File: config.mk
export PLATFORM = sky130hd
export DESIGN_NAME = scg_sleep_gate
export DESIGN_NICKNAME = d
export VERILOG_FILES = /design/src/rtl/scg_pkg.sv /design/src/rtl/scg_acc_if.sv /design/src/rtl/scg_fault_chk.sv /design/src/rtl/scg_sleep_gate.sv
export VERILOG_INCLUDE_DIRS = /design/src /design/src/rtl
export SDC_FILE = /design/constraint.sdc
export NUM_CORES = 1
export LEC_CHECK = 0
export ABC_CLOCK_PERIOD_IN_PS = 4000
export BUFFER_PORTS_ARGS = -buffer_cell sky130_fd_sc_hd__buf_2
export CAP_MARGIN = 20
export CELL_PAD_IN_SITES_DETAIL_PLACEMENT = 1
export CELL_PAD_IN_SITES_GLOBAL_PLACEMENT = 2
export CORE_MARGIN = 2
export CORE_UTILIZATION = 26
export CTS_BUF_LIST = sky130_fd_sc_hd__clkbuf_16
export CTS_CLUSTER_SIZE = 30
export DETAILED_ROUTE_END_ITERATION = 7
export PLACE_DENSITY = 0.94
export SKIP_LAST_GASP = 1
export SLEW_MARGIN = 25
export SYNTH_ARGS = -nofsm -noshare
export SYNTH_HDL_FRONTEND = slang
export SYNTH_SLANG_ARGS = --single-unit
File: constraint.sdc
create_clock -name ref_clk -period 4 [get_ports ref_clk]
set_input_delay 0.2 -clock ref_clk [delete_from_list [all_inputs] [get_ports ref_clk]]
set_output_delay 0.2 -clock ref_clk [all_outputs]
set_load 0.1 [all_outputs]
File: src/rtl/scg_map.svh
// offsets, field positions and reset values of the sleep clock gate register block
`ifndef SCG_MAP_SVH
`define SCG_MAP_SVH
`define SCG_BASE_ADDR   32'h400F_E000
`define SCG_SLEEP_OFS   12'h114
`define SCG_STAT_OFS    12'h118
`define SCG_RST_VAL     32'h0000_0000
`define SCG_WR_MASK     32'h000F_1011
`define SCG_BIT_T3      19
`define SCG_BIT_T2      18
`define SCG_BIT_T1      17
`define SCG_BIT_T0      16
`define SCG_BIT_TWI     12
`define SCG_BIT_SSI     4
`define SCG_BIT_ASY     0
`define SCG_BIT_SLEEP   24
`define SCG_BIT_DEEP    25
`define SCG_BIT_AUTO    26
`endif

File: src/rtl/scg_pkg.sv
// types and field helpers of the sleep clock gate register block
`include "scg_map.svh"
package scg_pkg;
	// unit order: 6..3 timers three..zero, 2 two-wire, 1 sync serial, 0 async serial
	typedef logic [6:0] scg_units_t;
	typedef enum logic [1:0] {SCG_RUN, SCG_SLEEP, SCG_DEEP} scg_mode_t;

	function automatic scg_units_t scg_unit_bits(input logic [31:0] w);
		return {w[`SCG_BIT_T3], w[`SCG_BIT_T2], w[`SCG_BIT_T1], w[`SCG_BIT_T0],
			w[`SCG_BIT_TWI], w[`SCG_BIT_SSI], w[`SCG_BIT_ASY]};
	endfunction : scg_unit_bits

	function automatic logic [31:0] scg_unit_word(input scg_units_t u);
		logic [31:0] w;
		w = 32'h0000_0000;
		{w[`SCG_BIT_T3], w[`SCG_BIT_T2], w[`SCG_BIT_T1], w[`SCG_BIT_T0]} = u[6:3];
		w[`SCG_BIT_TWI] = u[2];
		w[`SCG_BIT_SSI] = u[1];
		w[`SCG_BIT_ASY] = u[0];
		return w;
	endfunction : scg_unit_word
endpackage : scg_pkg

File: src/rtl/scg_acc_if.sv
// access path between the gate control and the bus fault checker
`timescale 1ns/100ps
`default_nettype none
interface scg_acc_if;
	scg_pkg::scg_units_t gate_en;
	scg_pkg::scg_units_t access;
	logic                fault;
	modport ctl (output gate_en, output access, input fault);
	modport chk (input gate_en, input access, output fault);
endinterface : scg_acc_if
`default_nettype wire

File: src/rtl/scg_fault_chk.sv
// bus fault detection for accesses to unclocked units
`timescale 1ns/100ps
`default_nettype none
module scg_fault_chk (
	// clock and reset
	input  wire logic ref_clk,
	input  wire logic rst,
	// access path
	scg_acc_if.chk    acc
);
	logic next_fault;
	logic fault_q;

	always_comb
	begin
		next_fault = |(acc.access & ~acc.gate_en);
	end

	always_ff @(posedge ref_clk)
	begin
		if (rst)
			fault_q <= 1'b0;
		else
			fault_q <= next_fault;
	end

	assign acc.fault = fault_q;
endmodule : scg_fault_chk
`default_nettype wire

File: src/rtl/scg_sleep_gate.sv
// sleep mode clock gate register and gating selection
//
// Summary of operation
// bits 19..16 enable timers three..zero during sleep.
// bit 12 enables the two-wire unit, bit 4 the sync serial unit, bit 0 the async serial unit.
// a set bit gives the unit its clock, a clear bit leaves it unclocked and disabled.
// any access to a unit whose clock is off raises a bus fault.
// reset clears every enable so all units start unclocked.
// this register rules in sleep, companion registers rule in run and deep sleep.
// sleep gating applies only with auto clock gate select set, otherwise run gating applies.
// reserved bits read zero and ignore writes.
// software should keep reserved bits unchanged in read-modify-write.
// the register is 32 bits at offset 0x114 of the system control space.
// software must enable every unit it needs in sleep.
// a write lands on the next edge and takes effect at the next sleep entry.
//
// The implementer's own choice: the address-and-strobe port.
`include "scg_map.svh"
`timescale 1ns/100ps
`default_nettype none
module scg_sleep_gate (
	// clock and reset
	input  wire logic        ref_clk,
	input  wire logic        rst,
	// register port
	input  wire logic [11:0] reg_addr,
	input  wire logic [31:0] reg_wdata,
	input  wire logic        reg_wr,
	input  wire logic        reg_rd,
	output var  logic [31:0] reg_rdata,
	// power mode and companion gating
	input  wire logic        auto_clock_gate_select,
	input  wire logic        sleep_mode,
	input  wire logic        deep_sleep_mode,
	input  wire logic [31:0] run_clock_gate_one,
	input  wire logic [31:0] deep_sleep_clock_gate_one,
	// unit side
	input  wire logic [6:0]  periph_access,
	output var  logic [6:0]  unit_clk_en,
	output wire logic        bus_fault
);
	logic [31:0]         sleep_clock_gate_one;
	logic [31:0]         next_sleep_clock_gate_one;
	logic [31:0]         sleep_applied;
	logic [31:0]         next_sleep_applied;
	scg_pkg::scg_mode_t  mode;
	scg_pkg::scg_mode_t  next_mode;
	scg_pkg::scg_units_t next_unit_clk_en;
	logic [31:0]         next_reg_rdata;
	logic [31:0]         eff_word;

	scg_acc_if acc_if ();

	// register decode, shared by the bus logic and the checks
	function automatic logic hits_gate_reg(input logic [11:0] a);
		return a == `SCG_SLEEP_OFS;
	endfunction : hits_gate_reg

	function automatic logic hits_status_reg(input logic [11:0] a);
		return a == `SCG_STAT_OFS;
	endfunction : hits_status_reg

	// status word: live enables plus mode flags
	function automatic logic [31:0] status_word(input scg_pkg::scg_units_t u, input scg_pkg::scg_mode_t m,
		input logic auto_sel);
		logic [31:0] w;
		w = scg_pkg::scg_unit_word(u);
		w[`SCG_BIT_SLEEP] = (m == scg_pkg::SCG_SLEEP);
		w[`SCG_BIT_DEEP]  = (m == scg_pkg::SCG_DEEP);
		w[`SCG_BIT_AUTO]  = auto_sel;
		return w;
	endfunction : status_word

	// gate register: only the enable fields take write data
	always_comb
	begin
		next_sleep_clock_gate_one = sleep_clock_gate_one;
		if (reg_wr && hits_gate_reg(reg_addr))
			next_sleep_clock_gate_one = reg_wdata & `SCG_WR_MASK;
	end

	always_ff @(posedge ref_clk)
	begin
		if (rst)
			sleep_clock_gate_one <= `SCG_RST_VAL;
		else
			sleep_clock_gate_one <= next_sleep_clock_gate_one;
	end

	// power mode tracking; deep sleep wins when both levels are up
	always_comb
	begin
		if (deep_sleep_mode)
			next_mode = scg_pkg::SCG_DEEP;
		else if (sleep_mode)
			next_mode = scg_pkg::SCG_SLEEP;
		else
			next_mode = scg_pkg::SCG_RUN;
		// snapshot on entry so a write in sleep cannot glitch units already running
		next_sleep_applied = sleep_applied;
		if (mode != scg_pkg::SCG_SLEEP && next_mode == scg_pkg::SCG_SLEEP)
			next_sleep_applied = next_sleep_clock_gate_one;
	end

	always_ff @(posedge ref_clk)
	begin
		if (rst)
		begin
			sleep_applied <= `SCG_RST_VAL;
			mode          <= scg_pkg::SCG_RUN;
		end
		else
		begin
			sleep_applied <= next_sleep_applied;
			mode          <= next_mode;
		end
	end

	// unit enables: one word picked per mode, then spread over the units
	always_comb
	begin
		eff_word = run_clock_gate_one;
		if (auto_clock_gate_select)
		begin
			unique case (next_mode)
				scg_pkg::SCG_RUN:   eff_word = run_clock_gate_one;
				scg_pkg::SCG_SLEEP: eff_word = next_sleep_applied;
				scg_pkg::SCG_DEEP:  eff_word = deep_sleep_clock_gate_one;
			endcase
		end
		next_unit_clk_en = scg_pkg::scg_unit_bits(eff_word);
	end

	always_ff @(posedge ref_clk)
	begin
		if (rst)
			unit_clk_en <= 7'h00;
		else
			unit_clk_en <= next_unit_clk_en;
	end

	// read data stands one cycle only, zero otherwise, so stale words never linger
	always_comb
	begin
		next_reg_rdata = 32'h0000_0000;
		if (reg_rd && hits_gate_reg(reg_addr))
			next_reg_rdata = sleep_clock_gate_one;
		else if (reg_rd && hits_status_reg(reg_addr))
			next_reg_rdata = status_word(unit_clk_en, mode, auto_clock_gate_select);
	end

	always_ff @(posedge ref_clk)
	begin
		if (rst)
			reg_rdata <= 32'h0000_0000;
		else
			reg_rdata <= next_reg_rdata;
	end

	assign acc_if.gate_en = unit_clk_en;
	assign acc_if.access  = periph_access;
	assign bus_fault      = acc_if.fault;

	scg_fault_chk u_fault (
		.ref_clk (ref_clk),
		.rst     (rst),
		.acc     (acc_if.chk)
	);
endmodule : scg_sleep_gate
`default_nettype wire

# [Word-level counts from Yosys, hierarchy flattened]
# Index checks and enable logic that the tools add are counted.
[totals] output_inout_bits=40 wordCells=29 reg_bits=106 input_bits=122
[op_classes] eq_ne=7 reduce_logical=6 muxes=8 bitwise_logic=2
[ops] operator="two-way mux 32 bit" n=3
[ops] operator="one-hot mux 20 bit (3 select lines)" n=1
[ops] operator="two-way mux 27 bit" n=1
[ops] operator="equality test 12 x 9 -> 1 bit (second input constant)" n=2
[ops] operator="two-way mux 20 bit" n=1
[ops] operator="AND 7 bit" n=1
[ops] operator="NOT 7 bit" n=1
[ops] operator="OR reduction 7 bit" n=1
[ops] operator="equality test 2 x 1 -> 1 bit (second input constant)" n=2
[ops] operator="equality test 2 bit (second input constant)" n=2
[ops] operator="logical AND 1 bit" n=4
[ops] operator="zero test 2 bit" n=1
[ops] operator="two-way mux 2 bit" n=1
[ops] operator="!= test 2 x 1 -> 1 bit (second input constant)" n=1
[ops] operator="two-way mux 1 bit" n=1

# [Longest topological paths before layout]
# Gate-level depths: netlist (run 1).
[logic_depth] depth_word=7 depth_mapped=7 mapped_depth_nobuf=4

# [Hierarchy]
# From an unflattened synthesis (run 1), not the netlist that was laid out.
[unflattened] cells_unflattened=210 area_unflattened_um2=2192.1
[modules_own_cells] mod="scg_sleep_gate" cells_per_inst=198 area_each_um2=2114.5 seq_area_each_um2=1181.1 instances=1
[modules_own_cells] mod="scg_fault_chk" cells_per_inst=12 area_each_um2=77.6 seq_area_each_um2=20.0 instances=1

# [Worst setup path before layout (run 1)]
# No wires, ideal clock.
[synth_timing] path_type="in2reg" start="in reg_addr[9]" end="reg unit_clk_en[3]" cell_stages=7 required_time_ns=3.864 slack_ns=1.888 t_arrival_ns=1.976 path_buffers=3 path_cell_list="or4b_1 > buf_6 > or4_4 > buf_6 > buf_6 > a211oi_2 > o32ai_1"
[synth_between] elab_chain_cells=6
[synth_lines] item="start: declaration" line="scg_sleep_gate.sv:26" source="input wire logic [11:0] reg_addr,"
[synth_lines] item="equality test 12 x 9 -> 1 bit (no line)"
[synth_lines] item="logical AND 1 bit" line="scg_sleep_gate.sv:78" source="if (reg_wr && hits_gate_reg(reg_addr))"
[synth_lines] item="two-way mux 32 bit" line="scg_sleep_gate.sv:78"
[synth_lines] item="two-way mux 32 bit" line="scg_sleep_gate.sv:101" source="if (mode != scg_pkg::SCG_SLEEP && next_mode == scg_pkg::SCG_SLEEP)"
[synth_lines] item="one-hot mux 20 bit (3 select lines)" line="scg_sleep_gate.sv:125" source="unique case (next_mode)"
[synth_lines] item="two-way mux 20 bit" line="scg_sleep_gate.sv:123" source="if (auto_clock_gate_select)"
[synth_lines] item="end signal: assignment" line="scg_sleep_gate.sv:139" source="unit_clk_en <= next_unit_clk_en;"
[synth_lines] item="end: declaration" line="scg_sleep_gate.sv:39" source="output var logic [6:0] unit_clk_en,"
# No other way between the ends.
# A chain may end at the register's enable or synchronous reset.

# [Worst setup path after layout (run 1)]
[layout_timing] start="in reg_addr[9]" end="reg unit_clk_en[0]"
# The elaborated chain is that of the path after synthesis.

==> flow_summary.yaml, run 1 <==
worst_setup_path:
  critPathKind: "primary input to flop"
  critPathRequiredTime_ns: 4.18
  reg2reg_slack_ns: 2.51
  arrival_ns: 2.22
  start_kind: "primary input"
  cp-end-kind: "flop"
  cp_max_fo: 15
detailed_routing:
  drt_pass1_iterations: 4
  final_antenna_net_count: 0
  drc_errors: 0
  detailedRoute.firstIterationViolations: 62
  vias_per_cell: 4.39
  wl_per_cell_um: 13.9
  vias: 2056
  wirelength_mm: 6.48
timing:
  slew_headroom: 0.516
  fmax_mhz: 489
  slew_violations: 0
  fin_skew_ns: 0.00534
  fin_crit_ns: 2.04
  hold_viol_final: 0
  min_period_over_period: 0.511
  rsz0062_at_grt: "no"
  setup_viol: 0
  setup_slack_ns: 1.96
  worst_pin_slew_ns: 0.722
  timing.setup.tns_ns: 0
placed_design:
  dp.final_hpwl_mm: 4.77
  gp_congestion: 0.716
  placed_cells_incl_taps: 452
  numPortBuffers: 86
  preCtsSetupSlack_ns: 1.61
die:
  rows: 36
  fp.coreArea_um2: 9860
  die_x_um: 105
  dieArea_um2: 11100
  die_y_um: 105
  start_util: 0.271
  io_pins: 162
global_route:
  grt_usage: 0.122
  grt_pass1_wl_mm: 10.6
  grt-ovfl-total: 0
  antenna_found_initial: 0
  grt_pass1_vias: 2128
  grt_max_degree: 33
clock_tree:
  htree_levels: 3
  cts_made_buffers: 9
  clk_latency_ns: 0.33
  hold_buffers: 0
  cts.repair.resized: 0
  clock_path_buffers: 2
  clock_sinks: 81
  clkSlewWorstSetupHoldPaths_ns: 0.06
  post_cts_buffers: 0
  cts_tree: "built"
  cts_root_buf: "clkbuf_16"
logic_synthesis:
  ys_top_cells_by_area: "dfxtp_1, and2_1, a22o_1, o32ai_1, nor2_1"
  yosysSeqAreaShare: 0.608
  ys_warn_count: 0
  synth_commonest_cells: "dfxtp_1, and2_1, nor2_1, clkbuf_1"
  synth-edff-count: 0
  synth_most_common_cell: "dfxtp_1"
  avgSynthCellArea_um2: 10.8
  yosys.area.top_type_share: 0.608
  yosysTopAreaCell: "dfxtp_1"
  synth.distinct_cells: 31
  syn_nets: 370
  synth_async_sr_flop_share: 0
  ys_ff_latch: 81
  syn_area_um2: 2670
  synth_ff_type: "dfxtp_1"
  postSynthCellCount: 248
power:
  power.density_nw_per_um2: 513
  peakVddDrop_uv: 228
  cellLeakagePower_uw: 0.00155
cells_and_area:
  fin_util: 0.356
  areaGrowthSynthToFinish_pct: 31.4
  layout.cells.non_filler: 468
  drive_above_1_share: 0.331
  layout.nets: 452
  antenna_cells: 0
hold_path:
  hp-class: "primary input to flop"
status:
  status: "finished, final reports clean"
run:
  drv_cap: 0
## metrics by stage
step | instance area, µm² | power (µW) | hold WS, ns
6_report | 3510 | 1800 | 0.140
2_1_floorplan | 2670 | 922 | 0.326
4_1_cts | 3510 | 1820 | 0.133
5_1_grt | 3510 | 1870 | 0.146
3_5_place_dp | 3190 | 962 | 0.436
3_3_place_gp | 3190 | 959 | 0.433
## power by group
group / total (µW) / switching (µW) / internal, µW
Sequential: 823 / 5.70 / 818
Clock: 856 / 310 / 546
Combinational: 120 / 84.2 / 35.8
## flip-flops by register name, indices dropped and copies added, names as in the netlist
signal                cells
mode                      2
reg_rdata                32
sleep_applied             7
sleep_clock_gate_one     32
u_fault.acc.fault         1
unit_clk_en               7
## worst max-delay path, stage by stage
cell and delay [ns]:
buf_2 0.09, or4b_1 0.71, or4_4 0.71, a211oi_1 0.35, o32ai_1 0.16
## layout by cell type (no fill, tap or decap), types with 2 or more instances in the layout
master and count:
a211oi_1 4, nor4_1 7, nor2b_1 2, inv_1 9, buf_2 86, o32ai_1 7
nor2_1 16, and2_1 48, nor3_1 7, nor3_2 2, a211oi_2 3, a22o_1 9
bufinv_16 2, or4b_1 3, a22oi_1 7, a21oi_1 8, dfxtp_1 81, clkbuf_16 9
nand2_1 8
## cell type report
class | instances | area [µm²]
Clock buffer | 9 | 225
Clock inverter | 7 | 93.8
Fill cell | 1111 | 6360
Inverter | 9 | 33.8
Multi-Input combinational cell | 142 | 928
Sequential cell | 81 | 1620
Tap cell | 133 | 166
Timing Repair Buffer | 87 | 438
## worst paths after layout
kind / to / cells past startpoint / startpoint
setup / recovery: unit_clk_en[0]$_SDFF_PP0_ / 5 / reg_addr[9]
hold / removal: mode[1]$_SDFF_PP0_ / 2 / deep_sleep_mode
setup reg to reg: unit_clk_en[5]$_SDFF_PP0_ / 4 / mode[0]$_SDFF_PP0_
hold reg to reg: sleep_clock_gate_one[10]$_SDFF_PP0_ / 1 / sleep_clock_gate_one[10]$_SDFF_PP0_
## cell families after synthesis
logic type,synth area share
AND/OR/NAND/NOR,0.220
buffers and inverters,0.0445
AO/OA/AOI/OAI,0.128
flip-flops,0.608
## layer usage
metal	vias up	GRT usage	share of wire	wire, µm
met4	0	0.0476	0.011	73
met1	960	0.148	0.45	2930
li1	1019	-	-	-
met5	-	0	0	0
met3	7	0.0383	0.060	392
met2	70	0.201	0.48	3090
(Power assumes the default switching activity.)
==> run 2: changes to the inputs <==
--- a/config.mk
+++ b/config.mk
@@ -6,17 +6,17 @@
 export SDC_FILE = /design/constraint.sdc
 export NUM_CORES = 1
 export LEC_CHECK = 0
-export ABC_CLOCK_PERIOD_IN_PS = 4000
+export ABC_CLOCK_PERIOD_IN_PS = 2100
 export BUFFER_PORTS_ARGS = -buffer_cell sky130_fd_sc_hd__buf_2
 export CAP_MARGIN = 20
 export CELL_PAD_IN_SITES_DETAIL_PLACEMENT = 1
 export CELL_PAD_IN_SITES_GLOBAL_PLACEMENT = 2
 export CORE_MARGIN = 2
-export CORE_UTILIZATION = 26
+export CORE_UTILIZATION = 24
 export CTS_BUF_LIST = sky130_fd_sc_hd__clkbuf_16
 export CTS_CLUSTER_SIZE = 30
 export DETAILED_ROUTE_END_ITERATION = 7
-export PLACE_DENSITY = 0.94
+export PLACE_DENSITY = 0.88
 export SKIP_LAST_GASP = 1
 export SLEW_MARGIN = 25
 export SYNTH_ARGS = -nofsm -noshare
==> constraint.sdc (replaced) <==
create_clock -name ref_clk -period 2.1 [get_ports ref_clk]
set_input_delay 0.105 -clock ref_clk [delete_from_list [all_inputs] [get_ports ref_clk]]
set_output_delay 0.105 -clock ref_clk [all_outputs]
set_load 0.1 [all_outputs]
==> run 2 against run 1 <==
- critical path depth unchanged
- clock skew shrank 0.0017 ns
- sequential share of layout area fell by 0.54 points
- largest cell class unchanged
- power rose by 82%
- clock-buffer cell count is the same
- wire length is 3.3% higher
- sequential cell count unchanged
- global-route usage down 0.50 points
- critical endpoint is now unit_clk_en[2]$_SDFF_PP0_
- first-iteration DRC count up 21%
- combinational power grew 92%
==> flow_summary.yaml, run 2 (synthesis results as in run 1) <==
cells_and_area:
  fill_cells: 1252
  layout.cells.non_filler: 480
  areaGrowthSynthToFinish_pct: 33.0
  final_common_cell: "buf_2"
  largestRegisters: "reg_rdata (32), sleep_clock_gate_one (32)"
  fin_util: 0.327
  layout.nets: 460
  layout_common_cells: "buf_2, dfxtp_1, and2_1"
  antenna_cells: 0
  drive_above_1_share: 0.344
global_route:
  antenna_found_initial: 0
  grt_max_degree: 33
  grt_usage: 0.117
  grt_pass1_vias: 2068
  grt-ovfl-total: 0
  grt_pass1_wl_mm: 10.3
detailed_routing:
  vias_per_cell: 4.27
  drt_pass1_iterations: 4
  wl_per_cell_um: 14.0
  wirelength_mm: 6.70
  final_antenna_net_count: 0
  vias: 2048
  detailedRoute.firstIterationViolations: 75
  drc_errors: 0
timing:
  setup_viol: 0
  fmax_mhz: 568
  worst_pin_slew_ns: 0.664
  min_period_over_period: 0.839
  hold_viol_final: 0
  timing.setup.tns_ns: 0
  slew_headroom: 0.555
  fin_skew_ns: 0.00367
  fin_crit_ns: 1.76
  slew_violations: 0
  rsz0062_at_grt: "no"
placed_design:
  numPortBuffers: 86
  placed_cells_incl_taps: 467
  dp.final_hpwl_mm: 4.98
  gp_congestion: 0.742
hold_path:
  hp-class: "primary input to flop"
power:
  peakVddDrop_uv: 445
  power.density_nw_per_um2: 921
  cellLeakagePower_uw: 0.00158
worst_setup_path:
  start_kind: "primary input"
  cp_max_fo: 15
  critPathRequiredTime_ns: 2.29
  arrival_ns: 1.95
  critPathKind: "primary input to flop"
  cp-end-kind: "flop"
die:
  die_y_um: 109
  io_pins: 162
  dieArea_um2: 12000
  die_x_um: 109
  start_util: 0.246
  fp.coreArea_um2: 10800
  rows: 38
clock_tree:
  clk_latency_ns: 0.33
  clock_path_buffers: 2
  cts_tree: "built"
  cts_made_buffers: 9
  clock_sinks: 81
  clkSlewWorstSetupHoldPaths_ns: 0.06
  cts.repair.resized: 0
  post_cts_buffers: 0
  cts_root_buf: "clkbuf_16"
  hold_buffers: 0
  htree_levels: 3
status:
  status: "finished, final reports clean"
run:
  drv_cap: 0
## run 2: per-layer routing
layer	GRT usage	share of wire	up-vias
li1	-	-	1031
met1	0.148	0.47	933
met2	0.181	0.45	78
met3	0.0445	0.073	6
met4	0.0461	0.014	0
met5	0	0	-
## run 2: area by class of cell
cell class                 instances  area [µm²]  area share
tap                              140         175      0.0494
inverter                           9        33.8     0.00952
clock inverter                     4        47.5      0.0134
multi-input combinational        142         935       0.263
timing repair buffer              95         510       0.144
clock buffer                       9         225      0.0635
sequential                        81        1620       0.457
## run 2: path summary, 6_finish.rpt
kind                                                          from                   endpoint  slack (ns)  cells after the start
worst min register to register  sleep_clock_gate_one[1]$_SDFF_PP0_    reg_rdata[1]$_SDFF_PP0_        0.45                      1
worst max-delay path                                   reg_addr[9]  unit_clk_en[2]$_SDFF_PP0_        0.34                      5
worst max register to register                  mode[0]$_SDFF_PP0_  unit_clk_en[2]$_SDFF_PP0_        0.58                      4
worst min-delay path                        auto_clock_gate_select   reg_rdata[26]$_SDFF_PP0_        0.04                      2
## run 2: metrics by stage
stage,total power (µW),instance area (µm²),hold WS (ns),setup slack (ns)
finish,3270,3550,0.0404,0.339
detailed placement,1840,3280,0.374,-0.0155
global placement,1830,3280,0.355,0.0590
global route,3390,3550,0.0358,0.229
CTS,3310,3550,0.0222,0.349
floorplan,1760,2670,0.231,0.0830
## run 2: power by group
part	switching, µW	total (µW)	internal (µW)
combinational	160	230	70.0
clock	570	1460	895
sequential	14.1	1570	1560
total	744	3270	2520
## run 2: worst max-delay path: stages
cell and delay (ns):
buf_2 0.09, or4b_1 0.54, or4_4 0.66, a211oi_1 0.39
o32ai_1 0.16
